--- src/psram_wr_pkg.sv ---
package psram_wr_pkg;
  localparam int ADDR_W    = 8;
  localparam int DATA_W    = 16;
  localparam int DEPTH     = 256;
  localparam int LANE_LO   = 0;
  localparam int LANE_HI   = 8;
  localparam int LANE_W    = 8;
  localparam logic [15:0] MEM_RESET = 16'h0000;
  localparam logic [2:0]  SYNC_RESET_N = 3'h7;
endpackage

--- src/psram_async_write_port.sv ---
module psram_async_write_port
  import psram_wr_pkg::*;
(
  // system
  input  wire logic              sys_clk,
  input  wire logic              rst,
  // memory pins
  input  wire logic              chip_sel_n,
  input  wire logic              write_en_n,
  input  wire logic              upper_byte_sel_n,
  input  wire logic              lower_byte_sel_n,
  input  wire logic              address_valid_n,
  input  wire logic              latch_mode,
  input  wire logic [ADDR_W-1:0] addr,
  input  wire logic [DATA_W-1:0] wdata,
  // wait pin, never driven by this port
  output logic                   wait_n_out,
  output logic                   wait_n_oe,
  // read-back of the array and status
  input  wire logic [ADDR_W-1:0] peek_addr,
  output logic [DATA_W-1:0]      peek_data,
  output logic                   write_active
);

  ////////////////////////////////////////////////////////////////////////////
  logic [2:0]        s1_reg;
  logic [2:0]        s2_reg;
  logic              adv1_reg;
  logic              adv2_reg;
  logic              lm1_reg;
  logic              lm2_reg;
  logic [ADDR_W-1:0] a1_reg;
  logic [ADDR_W-1:0] a2_reg;
  logic [DATA_W-1:0] d1_reg;
  logic [DATA_W-1:0] d2_reg;
  logic [ADDR_W-1:0] latch_addr_reg;
  logic [DATA_W-1:0] mem_reg [DEPTH];
  logic              active_reg;
  logic [DATA_W-1:0] peek_reg;

  always_ff @(posedge sys_clk) begin
    if (rst) begin
      s1_reg   <= SYNC_RESET_N;
      s2_reg   <= SYNC_RESET_N;
      adv1_reg <= 1'b1;
      adv2_reg <= 1'b1;
      lm1_reg  <= 1'b0;
      lm2_reg  <= 1'b0;
    end else begin
      s1_reg   <= {chip_sel_n, write_en_n, 1'b0};
      s2_reg   <= s1_reg;
      adv1_reg <= address_valid_n;
      adv2_reg <= adv1_reg;
      // mode pin comes from outside, same two-stage lag as the strobes
      lm1_reg  <= latch_mode;
      lm2_reg  <= lm1_reg;
    end
  end

  // bus is held stable over the window, so two stages suffice
  always_ff @(posedge sys_clk) begin
    a1_reg <= addr;
    a2_reg <= a1_reg;
    d1_reg <= {upper_byte_sel_n ? 8'h00 : wdata[15:8], wdata[7:0]};
    d2_reg <= d1_reg;
  end

  logic [1:0] be1_reg;
  logic [1:0] be2_reg;
  always_ff @(posedge sys_clk) begin
    be1_reg <= {~upper_byte_sel_n, ~lower_byte_sel_n};
    be2_reg <= be1_reg;
  end

  ////////////////////////////////////////////////////////////////////////////
  // overlap of strobes
  wire cs_low     = ~s2_reg[2];
  wire we_low     = ~s2_reg[1];
  wire win        = cs_low & we_low;
  wire win_end    = active_reg & ~win;
  wire adv_low    = ~adv2_reg;
  wire latched    = lm2_reg;
  // plain mode never looks at address valid
  wire [ADDR_W-1:0] wr_addr = latched ? latch_addr_reg : a2_reg;

  // data committed at the end of the window, when it is settled
  always_ff @(posedge sys_clk) begin
    if (rst) begin
      active_reg     <= 1'b0;
      latch_addr_reg <= '0;
    end else begin
      active_reg <= win;
      if (adv_low && latched) begin
        latch_addr_reg <= a2_reg;
      end
    end
  end

  logic [DATA_W-1:0] last_d_reg;
  logic [1:0]        last_be_reg;
  always_ff @(posedge sys_clk) begin
    if (win) begin
      last_d_reg  <= d2_reg;
      last_be_reg <= be2_reg;
    end
  end

  always_ff @(posedge sys_clk) begin
    if (win_end && last_be_reg[0]) begin
      mem_reg[wr_addr][LANE_LO +: LANE_W] <= last_d_reg[LANE_LO +: LANE_W];
    end
    if (win_end && last_be_reg[1]) begin
      mem_reg[wr_addr][LANE_HI +: LANE_W] <= last_d_reg[LANE_HI +: LANE_W];
    end
  end

  always_ff @(posedge sys_clk) begin
    if (rst) begin
      peek_reg <= MEM_RESET;
    end else begin
      peek_reg <= mem_reg[peek_addr];
    end
  end

  assign peek_data    = peek_reg;
  assign write_active = active_reg;
  assign wait_n_out   = 1'b1;
  assign wait_n_oe    = 1'b0;

  ////////////////////////////////////////////////////////////////////////////
  // window follows overlap
  AST_WIN_TRACK: assert property (@(posedge sys_clk) disable iff (rst)
    active_reg == $past(win))
    else $error("active does not follow strobe overlap");

  AST_END_ON_RISE: assert property (@(posedge sys_clk) disable iff (rst)
    (active_reg && (s2_reg[2] || s2_reg[1])) |=> !active_reg)
    else $error("write did not end on strobe rise");

  AST_NO_WAIT: assert property (@(posedge sys_clk) disable iff (rst)
    !wait_n_oe)
    else $error("wait pin driven");

  AST_WAIT_HIGH: assert property (@(posedge sys_clk) disable iff (rst)
    wait_n_out)
    else $error("wait level not high");

  AST_LANE_KEEP: assert property (@(posedge sys_clk) disable iff (rst)
    (win_end && !last_be_reg[1] && wr_addr == peek_addr)
      |=> ##1 peek_data[15:8] == $past(mem_reg[peek_addr][15:8], 2))
    else $error("unselected lane changed");

  AST_LO_LANE_KEEP: assert property (@(posedge sys_clk) disable iff (rst)
    (win_end && !last_be_reg[0] && wr_addr == peek_addr)
      |=> ##1 peek_data[7:0] == $past(mem_reg[peek_addr][7:0], 2))
    else $error("unselected lower lane changed");

  AST_LO_LANE_WRITE: assert property (@(posedge sys_clk) disable iff (rst)
    (win_end && last_be_reg[0])
      |=> mem_reg[$past(wr_addr)][LANE_LO +: LANE_W]
          == $past(last_d_reg[LANE_LO +: LANE_W]))
    else $error("lower lane not written");

  AST_HI_LANE_WRITE: assert property (@(posedge sys_clk) disable iff (rst)
    (win_end && last_be_reg[1])
      |=> mem_reg[$past(wr_addr)][LANE_HI +: LANE_W]
          == $past(last_d_reg[LANE_HI +: LANE_W]))
    else $error("upper lane not written");

  AST_NO_ACT_IDLE: assert property (@(posedge sys_clk) disable iff (rst)
    (s2_reg[2] ##1 s2_reg[2]) |-> !active_reg)
    else $error("active without chip select");

  AST_END_PULSE: assert property (@(posedge sys_clk) disable iff (rst)
    win_end |=> !win_end)
    else $error("window end lasted two cycles");

  AST_LATCH_HOLD: assert property (@(posedge sys_clk) disable iff (rst)
    !(adv_low && latched) |=> $stable(latch_addr_reg))
    else $error("latched address moved without strobe");

  C_WORD: cover property (@(posedge sys_clk) win_end && &last_be_reg);
  C_BYTE: cover property (@(posedge sys_clk) win_end && ^last_be_reg);
  C_LATCH: cover property (@(posedge sys_clk) win_end && latched);
  // window with no lane selected: nothing lands
  C_NO_LANE: cover property (@(posedge sys_clk) win_end && !(|last_be_reg));
endmodule

--- config.mk ---
export PLATFORM = sky130hd
export DESIGN_NAME = psram_async_write_port
export DESIGN_NICKNAME = d
export VERILOG_FILES = /design/src/psram_wr_pkg.sv /design/src/psram_async_write_port.sv
export SDC_FILE = /design/constraint.sdc
export NUM_CORES = 2
export LEC_CHECK = 0
export CAP_MARGIN = 10
export CORE_MARGIN = 1.5
export CORE_UTILIZATION = 25
export DETAILED_ROUTE_END_ITERATION = 6
export DONT_BUFFER_PORTS = 1
export GPL_ROUTABILITY_DRIVEN = 0
export PLACE_DENSITY = 0.41
export SLEW_MARGIN = 20
export SYNTH_ARGS = -nofsm -noshare
export SYNTH_HDL_FRONTEND = slang
export SYNTH_SLANG_ARGS = --single-unit
--- constraint.sdc ---
create_clock -name sys_clk -period 4.4 [get_ports sys_clk]
set_clock_uncertainty 0.2 [all_clocks]
set_input_delay 0.44 -clock sys_clk [delete_from_list [all_inputs] [get_ports sys_clk]]
set_output_delay 0.44 -clock sys_clk [all_outputs]
set_load 0.1 [all_outputs]
# == After elaboration in Yosys (flattened, before gate mapping) ==
# Memories as Yosys holds them, arrays and structs flattened. A register that Yosys moved wholly into a read port is not among the register bits.
# Index checks and enable logic that the tools add are counted.
# totals
output_inout_bits,19
n_memories,1
regBits,89
mem_bits_rw,4096
# classes
n_reduce_logical,3
bitwise,8
n_mux,6
# memory_table
memory,words,width,rd,rd_ports_with_merged_regs,wr,line_no,source
mem_reg,256,16,1,1,1,psram_async_write_port.sv:37,logic [DATA_W-1:0] mem_reg [DEPTH];
# op_table
cell,n
$mux 8,1
$not 1->1,6
$mux 1,5
$logic_and 1x1->1,3
$and 1x1->1,2

# == Longest topological paths before layout ==
# logic_depth
ltp_word,7
depth_mapped,13

# == Least setup slack after synthesis ==
# Ideal clock, no wire load.
# synth_timing
kind,reg-to-reg
from,register last_d_reg[0]
to,"memory mem_reg[0][0], data pin"
t_required_ps,3383
path_stages_with_launch,1
n_path_buf,0
period_less_slack_ps,4246
t_arrival_ps,3228
setup_slack_ps,154
path_cell_list,edfxtp_1
# synth_rtl
item,line_no,source
from (decl),psram_async_write_port.sv:99,logic [DATA_W-1:0] last_d_reg;
from (signal assigned),psram_async_write_port.sv:103,last_d_reg <= d2_reg;
to (decl),psram_async_write_port.sv:37,
# Straight into the memory's write port.

==> summary.txt <==
Synth
  – Top post-synthesis cells by count: edfxtp_1 (4114), mux4_2 (748), nor2_1 (629), mux2i_1 (427), clkbuf_1 (171)
  – Synth Cell Area: 163000 sq um
  – Ys Warns: 0
  – Most common cell in the netlist: edfxtp_1
  – EDFF count, synth: 4114
  – Syn Nets: 7815
  – Post-synthesis cell count: 7775
  – Async S/R FF share, synth: 0%
  – Dominant cells by area after synthesis: edfxtp_1 (76%), mux4_2 (10%), mux2i_1 (2.6%)
  – Netlist cell types: 73
  – Flops & latches, synth: 4199
  – Synth top area share: 75.8%
  – Synth area leader: edfxtp_1
  – Ys flop type: edfxtp_1
  – Synth Area per Inst: 21.0 sq um
  – Sequential element share of the synthesized area: 76.8%

Critical path
  – Worst path required time: 5.07 ns
  – Crit path max fanout: 113
  – R2r worst-path depth: 4
  – Setup Crit Path Kind: input port to register
  – Critical Path AT: 4.87 ns
  – CP endpoint: peek_data[8]
  – Worst setup EP type: register
  – R2R Setup Slk: 0.37 ns
  – R2R Path Start: latched
  – Reg2reg end: mem_reg[44][14]
  – Type of origin of the critical path: input port
  – Worst Setup SP: peek_addr[1]

Die
  – Core Region: 650000 sq um
  – Initial core utilization: 25.1%
  – Die height: 811 um
  – # IOs: 59
  – Die Wd: 811 um
  – Die ar.: 657000 sq um
  – Num rows: 296

Route
  – WL final: 517000 um
  – Antenna Violating Nets Remaining: 0
  – DR WL/cell: 29.4 um
  – First-pass detailed-route iteration total: 5
  – Drt drc: 0
  – Via/cell ratio: 4.67
  – Via count: 82153
  – DRT iter0 DRCs: 7738

STA
  – Tmin final: 4.20 ns
  – Part of the cycle the worst path needs: 95.5%
  – Final hold vios: 0
  – Slew Limit Fails: 89
  – Setup violators final: 0
  – Sum Neg Setup Slack: 0 ns
  – Least-Margin Pin Slew: 1.64 ns
  – RSZ-0062 raised after global routing: no
  – Peak Freq: 238 MHz
  – Slew HR: -9.05%
  – Slack of the critical path: 0.196 ns

CTS
  – Num CTS Buffers: 459
  – Clock root cell: clkbuf_16
  – CTS tree: yes
  – Clock sink count: 4199
  – Clock latency on the worst-skew pair: 1.06 ns
  – Clock Path Buffers: 4
  – H-tree Lvls: 5
  – Worst-path clk slew: 0.06 ns

GRT
  – GRT overflow: 0
  – Initial antenna violation count: 46
  – Largest net degree at the start of global routing: 221
  – Number of global-route vias before repair: 84664
  – Global-route wire length before repair: 711000 um
  – Gr usage total: 15.3%

Power
  – LEAKAGE: 0.0605 uW
  – Worst VDD drop: 0.367 mV
  – Power Density: 439 nW/um^2
  – Total power: 84900 uW

Layout
  – Fillers: 63307
  – Max reg flops: 4096
  – Layout cells sized above 1: 24.3%
  – Fin nets: 8591
  – Post-layout util: 29.8%
  – Synth-to-layout area growth: 18.5%

Placement
  – Port Buffers: 0
  – Detailed Place HPWL: 307000 um
  – Pre-CTS setup slack: -2.31 ns

Hold path
  – Min-Delay Path Depth: 0
  – Worst hold-check path type: register to register

Run status
  – Failing checks: max-slew violations
  – Run status: finished with violations

Job
  – Max cap viols: 0
==> routing by layer <==
metal	GRT usage [%]	share of wire (%)
met1	20.8	44
met2	25.6	48
met3	2.22	5.1
met4	4.10	2.9
met5	0	0.0015
==> critical path, stage by stage <==
cell and delay, ns:
buf_16 0.38, buf_16 0.46, buf_16 0.52, nand2b_4 0.15
buf_12 0.19, buf_4 0.26, o221ai_1 0.37, nor3_1 0.11
buf_4 0.17, nor4_1 0.43, nand3_1 0.24, or4_1 0.57
buf_12 0.18, o31ai_2 0.15
==> per-stage QoR <==
step | area (sq um) | hold WS (ns) | std cells
3_3_place_gp | 177000 | 0.113 | 16627
3_5_place_dp | 177000 | 0.112 | 16638
5_1_grt | 193000 | 0.0491 | 17594
4_1_cts | 193000 | 0.00251 | 17583
6_report | 193000 | 0.125 | 17606
2_1_floorplan | 163000 | 0.110 | 7775
==> where the power goes <==
group / total, uW / internal, uW / switching [uW]
Clock: 37700 / 21300 / 16300
Combinational: 3870 / 1550 / 2320
Sequential: 43400 / 43300 / 103
==> cell families after synthesis <==
group,Yosys count,share of synthesized area [%]
flops,4199,76.8
mux,1323,15.3
simple gates,1080,2.85
compound gates,690,2.93
buf+inv,481,2.14
other cells,2,0.00461
==> worst min path at each step <==
stage | start | endpoint | slack [ns]
CTS | peek_addr[3] | peek_data[1] | 0.003
floorplan | a1_reg[0] | a2_reg[0] | 0.11
finish | d1_reg[14] | d2_reg[14] | 0.13
global placement | be1_reg[0] | be2_reg[0] | 0.11
detailed placement | be1_reg[0] | be2_reg[0] | 0.11
global route | peek_addr[3] | peek_data[4] | 0.05
==> placed cells by master (no fill, tap or decap), types with 17 or more instances in the layout <==
master and n:
buf_12 76, nand2b_1 19, mux2i_1 427, o221ai_1 132, dfxtp_1 83, nand2_1 162, clkbuf_16 464, clkinv_2 78
dlygate4sd3_1 69, nor3_1 80, a22oi_1 49, nor2_1 623, buf_16 28, bufinv_16 30, edfxtp_1 4114, clkbuf_8 17
o22ai_1 145, a21oi_1 120, mux4_2 748, a211oi_1 54, buf_4 597, nand3_1 58, clkinv_1 108, o21ai_0 71
mux4_1 139, nand4_1 28, diode_2 19, clkbuf_1 117
==> final cells by class <==
class / instances / area [sq um] / share of cell area [%]
inverters: 8 / 38.8 / 0.0201
clock inverters: 260 / 2390 / 1.24
multi-input cells: 3095 / 34500 / 17.9
clock buffers: 595 / 12200 / 6.32
well taps: 8642 / 10800 / 5.59
diodes: 19 / 47.5 / 0.0246
flip-flops and latches: 4199 / 125000 / 64.8
repair buffers: 788 / 7990 / 4.13
==> what timing repair did <==
| action | 4_1_cts | 5_1_grt |
|---|---|---|
| resized for setup | 2 | 0 |
| hold endpoints to repair | 57 | 0 |
| hold buffers | 77 | 0 |
| gates cloned | 13 | 3 |
| buffers inserted | 0 | 0 |
| endpoints found under the setup margin | 15 | 6 |
(Power assumes the default switching activity.)
